`src/plr_map.svh`:
```
/*
  register offsets, field positions, reset values and timing counts
  for the power loss ride-through block; included by the design file
*/
`ifndef PLR_MAP_SVH
`define PLR_MAP_SVH
`define PLR_CTRL_OFS    8'h00
`define PLR_LEVEL_OFS   8'h04
`define PLR_TARGET_OFS  8'h08
`define PLR_RAMP_OFS    8'h0c
`define PLR_AUX_OFS     8'h10
`define PLR_STATUS_OFS  8'h14
`define PLR_CTRL_RST    32'h0000_0050
`define PLR_LEVEL_RST   32'h00fa_00be
`define PLR_TARGET_RST  32'h0032_00f0
`define PLR_RAMP_RST    32'h0003_0000
`define PLR_AUX_RST     32'h0064_000a
`define PLR_OPSEL_LSB   0
`define PLR_METHOD_LSB  2
`define PLR_AVR_BIT     4
`define PLR_ESTOP_BIT   5
`define PLR_UNIT_BIT    6
`define PLR_CLS400_BIT  7
`define PLR_MFI_LSB     8
`define PLR_HI_LSB      16
`define PLR_UV_MIN      11'd150
`define PLR_UV_MAX      11'd210
`define PLR_ESTOP_MIN   11'd150
`define PLR_ESTOP_MAX   11'd280
`define PLR_TGT_MIN     11'd150
`define PLR_TGT_MAX     11'd400
`define PLR_DET_MAX_MS  11'd2000
`define PLR_TIME_MAX    16'd60000
`define PLR_FUNC_NC     8'd56
`define PLR_FUNC_NO     8'd57
`define PLR_CLK_KHZ     10000
`define PLR_TICK_MS     1
`define PLR_UV_FAULT_MS 10
`define PLR_FINE_MS     10
`define PLR_COARSE_MS   100
`endif

```
`src/plr_pkg.sv`:
```
/*
  types of the power loss ride-through block
  assumes plr_map.svh supplies the numeric constants
*/
`default_nettype none
package plr_pkg;
  typedef enum logic [4:0] {
    PLR_RUN     = 5'b00001,
    PLR_ESTOP   = 5'b00010,
    PLR_BACKUP  = 5'b00100,
    PLR_REACCEL = 5'b01000,
    PLR_FAULT   = 5'b10000
  } plr_state_t;
  typedef struct packed {
    logic [15:0] freq;
    logic        enable;
    logic        uv_fault;
    logic        backup;
  } plr_drive_t;
endpackage
`default_nettype wire

```
`src/plr_ride_through.sv`:
```
/*
  power loss ride-through supervisor with classic wishbone registers.
  assumes bus_volts_i is a digitised dc bus sample on clk_i, the backup
  terminal is an asynchronous pin, and run_i comes from on-chip logic.
*/
`include "plr_map.svh"
`timescale 1ns/1ps
`default_nettype none
module plr_ride_through #(
  parameter int          TICK_CYC = `PLR_CLK_KHZ * `PLR_TICK_MS,
  parameter logic [15:0] FMAX     = 16'd6000
) (
  input  wire logic              clk_i,
  input  wire logic              rst_i,
  input  wire logic              cyc_i,
  input  wire logic              stb_i,
  input  wire logic              we_i,
  input  wire logic [7:0]        adr_i,
  input  wire logic [3:0]        sel_i,
  input  wire logic [31:0]       dat_i,
  output logic [31:0]            dat_o,
  output logic                   ack_o,
  input  wire logic [11:0]       bus_volts_i,
  input  wire logic              backup_term_i,
  input  wire logic              run_i,
  input  wire logic [15:0]       freq_cmd_i,
  output logic                   avr_enable_o,
  output plr_pkg::plr_drive_t    drive_o
);
  import plr_pkg::*;

  logic [31:0] ctrl_reg, level_reg, target_reg, ramp_reg, aux_reg;
  logic        ack_reg;
  logic [31:0] rdata_next;
  plr_state_t  state_reg, state_next;
  logic [2:0]  term_sync_reg;
  logic        term_reg;
  logic [13:0] tick_cnt_reg;
  logic        tick;
  logic [11:0] volts_reg, volts_prev_reg;
  logic [10:0] det_cnt_reg;
  logic [3:0]  uv_cnt_reg;
  logic [31:0] acc_reg;
  logic [15:0] freq_reg, held_reg;
  logic        fault_reg;

  // wishbone classic slave: ack one cycle after the request
  always_ff @(posedge clk_i) begin
    if (rst_i) begin
      ack_reg <= 1'b0;
    end else begin
      ack_reg <= cyc_i & stb_i & ~ack_reg;
    end
  end
  assign ack_o = ack_reg;

  function automatic logic [31:0] merge(input logic [31:0] old,
                                        input logic [31:0] d,
                                        input logic [3:0]  s);
    logic [31:0] r;
    r = old;
    for (int i = 0; i < 4; i++) begin
      if (s[i]) begin
        r[i*8 +: 8] = d[i*8 +: 8];
      end
    end
    return r;
  endfunction

  // writes land on the edge the master sees ack
  always_ff @(posedge clk_i) begin
    if (rst_i) begin
      ctrl_reg   <= `PLR_CTRL_RST;
      level_reg  <= `PLR_LEVEL_RST;
      target_reg <= `PLR_TARGET_RST;
      ramp_reg   <= `PLR_RAMP_RST;
      aux_reg    <= `PLR_AUX_RST;
    end else if (ack_reg && we_i) begin
      case (adr_i)
        `PLR_CTRL_OFS:   ctrl_reg   <= merge(ctrl_reg, dat_i, sel_i);
        `PLR_LEVEL_OFS:  level_reg  <= merge(level_reg, dat_i, sel_i);
        `PLR_TARGET_OFS: target_reg <= merge(target_reg, dat_i, sel_i);
        `PLR_RAMP_OFS:   ramp_reg   <= merge(ramp_reg, dat_i, sel_i);
        `PLR_AUX_OFS:    aux_reg    <= merge(aux_reg, dat_i, sel_i);
        default: ;
      endcase
    end
  end

  // read mux; unmapped addresses answer zero
  always_comb begin
    case (adr_i)
      `PLR_CTRL_OFS:   rdata_next = ctrl_reg;
      `PLR_LEVEL_OFS:  rdata_next = level_reg;
      `PLR_TARGET_OFS: rdata_next = target_reg;
      `PLR_RAMP_OFS:   rdata_next = ramp_reg;
      `PLR_AUX_OFS:    rdata_next = aux_reg;
      `PLR_STATUS_OFS: rdata_next = {freq_reg, 6'h00, term_reg,
                                     fault_reg, 3'h0, state_reg};
      default:         rdata_next = 32'h0000_0000;
    endcase
  end

  always_ff @(posedge clk_i) begin
    if (rst_i) begin
      dat_o <= 32'h0000_0000;
    end else if (cyc_i && stb_i && !ack_reg) begin
      dat_o <= rdata_next;
    end
  end

  // configuration fields
  logic [1:0]  opsel, method;
  logic        estop_en, unit_fine, cls400;
  logic [7:0]  mfi_func;
  assign opsel     = ctrl_reg[`PLR_OPSEL_LSB +: 2];
  assign method    = ctrl_reg[`PLR_METHOD_LSB +: 2];
  assign estop_en  = ctrl_reg[`PLR_ESTOP_BIT];
  assign unit_fine = ~ctrl_reg[`PLR_UNIT_BIT];
  assign cls400    = ctrl_reg[`PLR_CLS400_BIT];
  assign mfi_func  = ctrl_reg[`PLR_MFI_LSB +: 8];
  assign avr_enable_o = ctrl_reg[`PLR_AVR_BIT];

  function automatic logic [10:0] clamp(input logic [10:0] v,
                                        input logic [10:0] lo,
                                        input logic [10:0] hi);
    return (v < lo) ? lo : ((v > hi) ? hi : v);
  endfunction

  // settings outside their range are clamped on use, not on write
  logic [10:0] uv_lvl, estop_lvl, tgt_lvl, det_ms;
  logic [3:0]  sh;
  assign sh        = {3'b000, cls400};
  assign uv_lvl    = clamp(level_reg[10:0], `PLR_UV_MIN << sh,
                           `PLR_UV_MAX << sh);
  assign estop_lvl = clamp(level_reg[`PLR_HI_LSB +: 11],
                           `PLR_ESTOP_MIN << sh, `PLR_ESTOP_MAX << sh);
  assign tgt_lvl   = clamp(target_reg[10:0], `PLR_TGT_MIN << sh,
                           `PLR_TGT_MAX << sh);
  assign det_ms    = clamp(target_reg[`PLR_HI_LSB +: 11], 11'd0,
                           `PLR_DET_MAX_MS);

  // one unit is 0.01 s or 0.1 s of ticks; both cap at 60000 units
  logic [6:0]  unit_ticks;
  assign unit_ticks = unit_fine ? 7'(`PLR_FINE_MS / `PLR_TICK_MS)
                                : 7'(`PLR_COARSE_MS / `PLR_TICK_MS);
  function automatic logic [15:0] tcap(input logic [15:0] t);
    return (t > `PLR_TIME_MAX) ? `PLR_TIME_MAX : t;
  endfunction

  // control tick divider
  always_ff @(posedge clk_i) begin
    if (rst_i) begin
      tick_cnt_reg <= 14'h0000;
    end else if (tick) begin
      tick_cnt_reg <= 14'h0000;
    end else begin
      tick_cnt_reg <= tick_cnt_reg + 14'h0001;
    end
  end
  assign tick = (tick_cnt_reg == 14'(TICK_CYC - 1));

  // terminal pin: three flops, a change counts when the last two agree
  always_ff @(posedge clk_i) begin
    if (rst_i) begin
      term_sync_reg <= 3'h0;
      term_reg      <= 1'b0;
    end else begin
      term_sync_reg <= {term_sync_reg[1:0], backup_term_i};
      if (term_sync_reg[1] == term_sync_reg[2]) begin
        term_reg <= term_sync_reg[2];
      end
    end
  end

  logic assigned, cmd_act;
  assign assigned = (mfi_func == `PLR_FUNC_NC) ||
                    (mfi_func == `PLR_FUNC_NO);
  assign cmd_act  = assigned && ((mfi_func == `PLR_FUNC_NC) ? ~term_reg
                                                          : term_reg);

  // bus sampled once per tick so all compares see one value
  always_ff @(posedge clk_i) begin
    if (rst_i) begin
      volts_reg      <= 12'h000;
      volts_prev_reg <= 12'h000;
    end else if (tick) begin
      volts_reg      <= bus_volts_i;
      volts_prev_reg <= volts_reg;
    end
  end

  logic below_uv, backup_en, start, estop_go, det_done, fault_go, rising;
  assign below_uv  = volts_reg < {1'b0, uv_lvl};
  assign backup_en = opsel[1] | cmd_act;
  assign start     = run_i & backup_en & (below_uv | cmd_act);
  assign estop_go  = run_i & estop_en & (estop_lvl > uv_lvl) &
                     (volts_reg < {1'b0, estop_lvl}) & ~below_uv;
  assign det_done  = det_cnt_reg >= det_ms;
  assign fault_go  = (opsel == 2'd0) &&
                     (uv_cnt_reg >= 4'(`PLR_UV_FAULT_MS / `PLR_TICK_MS));
  assign rising    = volts_reg > volts_prev_reg;

  // detection timer counts ticks while backing up
  always_ff @(posedge clk_i) begin
    if (rst_i || state_reg != PLR_BACKUP) begin
      det_cnt_reg <= 11'h000;
    end else if (tick && !det_done) begin
      det_cnt_reg <= det_cnt_reg + 11'h001;
    end
  end

  // undervoltage persistence for the disabled mode
  always_ff @(posedge clk_i) begin
    if (rst_i || !below_uv || state_reg == PLR_BACKUP) begin
      uv_cnt_reg <= 4'h0;
    end else if (tick && !fault_go) begin
      uv_cnt_reg <= uv_cnt_reg + 4'h1;
    end
  end

  // sequencer
  always_comb begin
    state_next = state_reg;
    case (state_reg)
      PLR_RUN: begin
        if (fault_go) begin
          state_next = PLR_FAULT;
        end else if (start) begin
          state_next = PLR_BACKUP;
        end else if (estop_go) begin
          state_next = PLR_ESTOP;
        end
      end
      PLR_ESTOP: begin
        if (!run_i) begin
          state_next = PLR_RUN;
        end else if (fault_go) begin
          state_next = PLR_FAULT;
        end else if (start) begin
          state_next = PLR_BACKUP;
        end else if (volts_reg >= {1'b0, estop_lvl}) begin
          state_next = PLR_REACCEL;
        end
      end
      PLR_BACKUP: begin
        if (!run_i) begin
          state_next = PLR_RUN;
        end else if (det_done && (assigned ? !cmd_act
                     : volts_reg > {1'b0, tgt_lvl})) begin
          state_next = PLR_REACCEL;
        end
      end
      PLR_REACCEL: begin
        if (!run_i || freq_reg == held_reg) begin
          state_next = PLR_RUN;
        end else if (start) begin
          state_next = PLR_BACKUP;
        end
      end
      PLR_FAULT: begin
        if (!run_i) begin
          state_next = PLR_RUN;
        end
      end
      default: state_next = PLR_RUN;
    endcase
  end

  always_ff @(posedge clk_i) begin
    if (rst_i) begin
      state_reg <= PLR_RUN;
      fault_reg <= 1'b0;
    end else begin
      state_reg <= state_next;
      fault_reg <= (state_next == PLR_FAULT);
    end
  end

  // ramp slope: units of time times ticks per unit, and hold request
  logic [15:0] t_units;
  logic [23:0] den;
  logic        hold;
  always_comb begin
    t_units = 16'h0000;
    hold    = 1'b0;
    case (state_reg)
      PLR_ESTOP:   t_units = tcap(aux_reg[15:0]);
      PLR_REACCEL: t_units = (ramp_reg[31:16] == 16'h0000)
                           ? tcap(aux_reg[31:16])
                           : tcap(ramp_reg[31:16]);
      PLR_BACKUP: begin
        t_units = tcap(ramp_reg[15:0]);
        case (method)
          2'd0: hold = !below_uv || volts_reg >= {1'b0, tgt_lvl};
          2'd1: hold = 1'b0;
          default: hold = rising;
        endcase
        if (method == 2'd0 && below_uv) begin
          t_units = t_units >> 1;
        end
      end
      default: ;
    endcase
    // widen before the product: 60000 units of 100 ticks needs 23 bits
    den = 24'(t_units) * 24'(unit_ticks);
  end

  // frequency ramp: each tick adds fmax, each full den moves one step,
  // so the whole 0..fmax swing takes t_units of time
  logic ramping, up, at_goal;
  assign ramping = state_reg inside {PLR_ESTOP, PLR_BACKUP, PLR_REACCEL};
  assign up      = (state_reg == PLR_REACCEL);
  assign at_goal = up ? (freq_reg >= held_reg) : (freq_reg == 16'h0000);

  always_ff @(posedge clk_i) begin
    if (rst_i) begin
      freq_reg <= 16'h0000;
      acc_reg  <= 32'h0000_0000;
    end else if (state_reg == PLR_RUN || state_reg == PLR_FAULT) begin
      freq_reg <= (run_i && state_reg == PLR_RUN) ? freq_cmd_i : 16'h0000;
      acc_reg  <= 32'h0000_0000;
    end else if (ramping && !hold && !at_goal) begin
      if (den == 24'h000000) begin
        freq_reg <= up ? held_reg : 16'h0000; // zero time jumps
      end else if (tick) begin
        acc_reg <= acc_reg + {16'h0000, FMAX};
      end else if (acc_reg >= {8'h00, den}) begin
        acc_reg  <= acc_reg - {8'h00, den};
        freq_reg <= up ? freq_reg + 16'h0001 : freq_reg - 16'h0001;
      end
    end
  end

  // frequency before the loss is remembered while running normally
  always_ff @(posedge clk_i) begin
    if (rst_i) begin
      held_reg <= 16'h0000;
    end else if (state_reg == PLR_RUN && run_i) begin
      held_reg <= freq_cmd_i;
    end
  end

  // outputs are all registered state; fault coasts the motor
  assign drive_o = '{freq:     freq_reg,
                     enable:   ~fault_reg,
                     uv_fault: fault_reg,
                     backup:   state_reg == PLR_BACKUP};

  property p_start;
    @(posedge clk_i) disable iff (rst_i)
    (state_reg == PLR_RUN && start && !fault_go) |=> state_reg == PLR_BACKUP;
  endproperty
  a_start: assert property (p_start)
    else $error("backup did not start");

  property p_det_min;
    @(posedge clk_i) disable iff (rst_i)
    (state_reg == PLR_BACKUP && run_i && det_cnt_reg < det_ms)
      |=> state_reg == PLR_BACKUP;
  endproperty
  a_det_min: assert property (p_det_min)
    else $error("backup left before detection time");

  property p_fault_delay;
    @(posedge clk_i) disable iff (rst_i)
    $rose(fault_reg) |-> $past(uv_cnt_reg) >= 4'd10 && opsel == 2'd0;
  endproperty
  a_fault_delay: assert property (p_fault_delay)
    else $error("undervoltage fault raised too early");

  property p_coast;
    @(posedge clk_i) disable iff (rst_i)
    (state_reg == PLR_FAULT) |=> freq_reg == 16'h0000 || !run_i;
  endproperty
  a_coast: assert property (p_coast)
    else $error("output not stopped in fault");

  property p_reaccel_cap;
    @(posedge clk_i) disable iff (rst_i)
    (state_reg == PLR_REACCEL && freq_reg <= held_reg)
      |=> freq_reg <= $past(held_reg);
  endproperty
  a_reaccel_cap: assert property (p_reaccel_cap)
    else $error("re-acceleration overshot held frequency");

  property p_m2_hold;
    @(posedge clk_i) disable iff (rst_i)
    (state_reg == PLR_BACKUP && method == 2'd2 && rising && !tick)
      |=> freq_reg == $past(freq_reg);
  endproperty
  a_m2_hold: assert property (p_m2_hold)
    else $error("frequency moved while bus rose");

  property p_estop_en;
    @(posedge clk_i) disable iff (rst_i)
    $rose(state_reg == PLR_ESTOP) |-> $past(estop_en) && $past(run_i);
  endproperty
  a_estop_en: assert property (p_estop_en)
    else $error("emergency decel without enable");

  property p_nc_cmd;
    @(posedge clk_i) disable iff (rst_i)
    (mfi_func == `PLR_FUNC_NC && !backup_term_i)[*5] |-> cmd_act;
  endproperty
  a_nc_cmd: assert property (p_nc_cmd)
    else $error("closed-low command not seen");

  property p_ack;
    @(posedge clk_i) disable iff (rst_i)
    (cyc_i && stb_i && !ack_o) |=> ack_o ##1 !ack_o;
  endproperty
  a_ack: assert property (p_ack)
    else $error("wishbone ack timing wrong");
endmodule
`default_nettype wire

```
`config.mk`:
```
export PLATFORM = sky130hd
export DESIGN_NAME = plr_ride_through
export DESIGN_NICKNAME = d
export VERILOG_FILES = /design/src/plr_pkg.sv /design/src/plr_ride_through.sv
export VERILOG_INCLUDE_DIRS = /design/src
export SDC_FILE = /design/constraint.sdc
export NUM_CORES = 1
export LEC_CHECK = 0
export BUFFER_PORTS_ARGS = -buffer_cell sky130_fd_sc_hd__buf_4
export CAP_MARGIN = 15
export CORE_MARGIN = 2
export CORE_UTILIZATION = 30
export DETAILED_ROUTE_END_ITERATION = 10
export GPL_TIMING_DRIVEN = 0
export PLACE_DENSITY = 0.47
export SLEW_MARGIN = 20
export SYNTH_ARGS = -nofsm -noshare
export SYNTH_HDL_FRONTEND = slang
export SYNTH_SLANG_ARGS = --single-unit
```
`constraint.sdc`:
```
create_clock -name clk_i -period 13.2 [get_ports clk_i]
set_input_delay 2.64 -clock clk_i [delete_from_list [all_inputs] [get_ports clk_i]]
set_output_delay 2.64 -clock clk_i [all_outputs]
set_load 0.02 [all_outputs]
```
==> results of run 1 <==
Yosys cell counts, drive strengths merged, types with 49 or more instances:
cell type,instances,area (um2)
mux2i,114,1140
inv,137,514
nor2,296,1120
clkbuf,105,394
nand2,356,1340
ha,211,2640
dfxtp,319,6390
nand3,64,320
o21ai,96,480
nand2b,49,307
a21oi,248,1240
cell type report:
cell class	instances	area (um2)
clock inverter	20	258
timing repair buffer	136	1020
buffer	121	485
sequential	319	6390
multi-input combinational	2164	14800
fill	7617	47100
inverter	138	522
tap	959	1200
clock buffer	56	1140
cell families after synthesis:
logic type,after synthesis
compound gates,678
xor+xnor,72
simple gates,1034
flops,319
fa+ha+maj,253
buf+inv,259
other cells,2
mux,119
layer usage:
layer / GRT usage, % / share of wire (%) / vias to the layer above
met5: 0 / 0 / -
met4: 7.74 / 3.4 / 0
met3: 2.54 / 5.9 / 136
met2: 38.3 / 47 / 784
met1: 29.9 / 44 / 10500
li1: - / - / 10200
per-stage QoR:
| step | instance area, um2 | util, % | total power, W | hold slack [ns] | setup slack, ns |
|---|---|---|---|---|---|
| floorplan | 22200 | - | 0.00107 | 0.414 | 1.96 |
| global placement | 24300 | 33.3 | 0.00114 | 0.421 | -1.06 |
| detailed placement | 24300 | 33.4 | 0.00114 | 0.420 | -1.10 |
| CTS | 25800 | 35.3 | 0.00232 | 0.435 | 0.00516 |
| global route | 25800 | 35.4 | 0.00237 | 0.458 | 0.0785 |
| finish | 25800 | 35.4 | 0.00230 | 0.435 | 0.878 |
worst paths after layout:
check / cells past startpoint / to / slack, ns / start
max: 44 / acc_reg[16] / 0.88 / ctrl_reg[7]
min: 1 / term_sync_reg[1] / 0.44 / term_sync_reg[0]
max reg2reg: 44 / acc_reg[16] / 0.88 / ctrl_reg[7]
min reg2reg: 1 / term_sync_reg[1] / 0.44 / term_sync_reg[0]
what timing repair did:
item | 4_1_cts | 5_1_grt
pin swaps | 1 | 0
cloned | 0 | 0
resized for setup | 4 | 9
setup buffers | 4 | 3
endpoints found under the setup margin | 47 | 47
hold endpoints to repair | 0 | 0
report_power, final:
part	internal (W)	total, W	switching [W]	leakage [nW]
combinational	0.0000526	0.000144	0.0000913	7.34
clock	0.000708	0.00118	0.000471	0.691
sequential	0.000969	0.000980	0.0000114	2.58
worst max-delay path, delay by kind of cell (launching register included):
kind            cells  cell delay (ns)
simple gates       13             3.64
fa+ha+maj           9             3.40
compound gates     13             3.01
buf+inv             8             1.43
flops               1             0.50
mux                 1             0.23
==> results.toml, run 1 <==
[clocking]
numCtsBuffers = 41
cts-root-buf = "clkbuf_16"
clock_latency_ns = 0.59
cts_hold_buffers = 0
cts_tree = "yes"
cts_buffer_depth = 3
path_clk_slew_ns = 0.06
htree_levels = 2
clock_sinks = 319

[finish]
area_growth_pct = 16.8
fin_cells = 3913
nets = 3250
drive_gt1_share_pct = 9.58
mostFrequentLayoutCell = "nand2_1"
final_cell_mix = "356 x nand2_1, 318 x dfxtp_1, 291 x nor2_1"
diodes = 0

[global_route]
antenna_found_initial = 0
grt.total_usage_pct = 22.7
grt_pass1_vias = 20800
grt_pass1_wl_um = 131000
grt_max_degree = 25
overflow = 0

[critical_path]
critPathLaunchType = "flop"
critPathKind = "flop to flop"
worstPathMaxFanout = 16
end_kind = "flop"
cp_common_cell = "ha_1"
slowest_delay_ns = 0.58
cp_slowest_cell = "nor4_1"
arrival_ns = 12.81
required_ns = 13.68

[synth]
synth_cell_types = 88
yosys.area_share.simple_pct = 21.9
synth_adder_area_share_pct = 15.6
synth-main-ff-cell = "dfxtp_1"
yosysSeqAreaShare_pct = 28.9
synth_area_mm2 = 0.0221
synthMuxAreaShare_pct = 5.41
synth_compound_area_share_pct = 20.9
ys_seq_elements = 319
syn_inst = 2736
synth_top_family_by_area = "simple AND/OR/NAND/NOR gates"
synth_enable_flop_cells = 0
ys_warn_count = 0
synth.avg_cell_area_um2 = 8.09
synth_xor_area_share_pct = 2.85
synth-async-reset-ratio_pct = 0

[floorplan]
die_h_um = 276
die_area_mm2 = 0.0759
num_io_pins = 132
core_mm2 = 0.0730
die_x_um = 276
rows = 99
initial_utilization_pct = 30.3

[sta]
setup_violations = 0
relSlewSlack_pct = 19.7
period_minus_slack_ns = 12.32
tns_ns = 0
worst_clock_skew_ns = 0.0390
period_share_pct = 93.3
worstMarginPinSlew_ns = 1.20
final-hold-violation-count = 0
maxSlewViolCount = 0
grt_setup_unrepaired = "false"
max_freq_mhz = 81.2

[placement]
io_buffers = 129
routabilityCongestion = 0.959
hpwl_um = 68700
placed_cells = 3830

[route]
post_drt_wl_per_cell_um = 22.5
dr.pass1.iters = 8
wl_um = 88000
ant_nets = 0
vias = 21700
drcViolationCount = 0
initialDrtViolationCount = 1935
routed_via_density = 5.54

[status]
outcome = "finished, final reports clean"

[run]
cap_violations = 0

[hold_path]
hold_path.class = "flop to flop"

[pwr]
vdd_drop_max_v = 0.0000750
cellLeakagePower_nw = 10.6
power_density_mw_per_mm2 = 89.1
No activity file was read; power rests on OpenSTA's default activity.
==> inputs of run 2 (changes only) <==
- RECOVER_POWER: unset -> 50
==> run 2 against run 1 <==
Routed wire length is essentially flat. First-iteration DRC count grew 7.4%. Non-clock buffer count is the same.
==> results.toml, run 2 (same netlist as run 1, synthesis figures left out) <==
[critical_path]
cp_common_cell = "ha_1"
required_ns = 13.68
worstPathMaxFanout = 16
critPathKind = "flop to flop"
cp_slowest_cell = "nor4_1"
critical_path.top_delay_family = "simple AND/OR/NAND/NOR gates"
slowest_delay_ns = 0.58
path_buf_inv = 8
end_kind = "flop"
arrival_ns = 12.80
critPathLaunchType = "flop"

[floorplan]
core_mm2 = 0.0730
die_area_mm2 = 0.0759
rows = 99
die_h_um = 276
initial_utilization_pct = 30.3
die_x_um = 276
num_io_pins = 132

[sta]
grt_setup_unrepaired = "false"
final-hold-violation-count = 0
setup_violations = 0
period_share_pct = 93.3
maxSlewViolCount = 0
worst_clock_skew_ns = 0.0374
period_minus_slack_ns = 12.32
holdWs_ns = 0.435
fin_ws_ns = 0.883
max_freq_mhz = 81.2
worstMarginPinSlew_ns = 1.40
relSlewSlack_pct = 3.91

[route]
wl_um = 88000
drcViolationCount = 0
ant_nets = 0
dr.pass1.iters = 6
post_drt_wl_per_cell_um = 22.5
initialDrtViolationCount = 2079
routed_via_density = 5.55
vias = 21700

[pwr]
seq_power_share_pct = 42.6
vdd_drop_max_v = 0.0000747
clockPowerShare_pct = 51.2
p_sw_share_pct = 24.9
cellLeakagePower_nw = 10.4
power_density_mw_per_mm2 = 89.7
power.internal_w = 0.00173
power_switching_w = 0.000572
comb_power_share_pct = 6.2

[placement]
dp_slack_ns = -1.10
hpwl_um = 68700
routabilityCongestion = 0.959
placed_cells = 3830
io_buffers = 129

[clocking]
clock_sinks = 319
clock_latency_ns = 0.59
htree_levels = 2
cts_tree = "yes"
cts_buffer_depth = 3
path_clk_slew_ns = 0.06
cts_hold_buffers = 0
numCtsBuffers = 41
cts-root-buf = "clkbuf_16"

[run]
cap_violations = 0

[global_route]
overflow = 0
grt_pass1_vias = 20800
grt.total_usage_pct = 22.7
grt_pass1_wl_um = 131000
grt_max_degree = 25
antenna_found_initial = 0

[finish]
diodes = 0
mostFrequentLayoutCell = "nand2_1"
drive_gt1_share_pct = 7.72
fin_cells = 3913
nets = 3250
area_growth_pct = 15.9
final_cell_mix = "356 x nand2_1, 318 x dfxtp_1, 292 x nor2_1"

[hold_path]
hold_path.class = "flop to flop"

[status]
outcome = "finished, final reports clean"
==> run 2: layout make-up <==
type,count,area (um2)
fillers,7649,47300
multi-input cells,2164,14800
flip-flops and latches,319,6390
well taps,959,1200
clock buffers,56,1140
repair buffers,136,830
inverters,138,522
plain buffers,121,485
clock inverters,20,258
==> run 2: final timing paths <==
| kind | to | cells past startpoint | start | slack, ns |
|---|---|---|---|---|
| min reg2reg | term_sync_reg[1] | 1 | term_sync_reg[0] | 0.44 |
| max reg2reg | acc_reg[16] | 44 | ctrl_reg[7] | 0.88 |
| min | term_sync_reg[1] | 1 | term_sync_reg[0] | 0.44 |
| max | acc_reg[16] | 44 | ctrl_reg[7] | 0.88 |
==> run 2: power by group through the flow <==
stage | sequential, W | combinational [W] | clock (W)
finish | 0.000980 | 0.000142 | 0.00118
floorplan | 0.000998 | 0.0000706 | 0
global placement | 0.00100 | 0.000140 | 0
global route | 0.000980 | 0.000153 | 0.00124
detailed placement | 0.00100 | 0.000142 | 0
CTS | 0.000980 | 0.000142 | 0.00120
==> run 2: through the flow <==
stage          cell area [um2]  total power, W  setup TNS, ns  util, %
2_1_floorplan            22200         0.00107              0        -
3_3_place_gp             24300         0.00114         -35.12     33.3
3_5_place_dp             24300         0.00114         -37.65     33.4
4_1_cts                  25800         0.00232              0     35.3
5_1_grt                  25600         0.00237              0     35.1
6_report                 25600         0.00230              0     35.1
==> run 2: per-layer routing <==
metal	GRT usage, %	share of wire, %	up-vias
li1	-	-	10200
met1	29.9	44	10600
met2	38.3	46	762
met3	2.54	5.6	149
met4	7.74	3.6	0
met5	0	0	-
==> run 2: what timing repair did <==
item                                    in CTS  in global routing
pin swaps                                    1                  0
endpoints found under the setup margin      47                 47
buffers inserted                             4                  3
resized for setup                            4                  9
gates cloned                                 0                  0
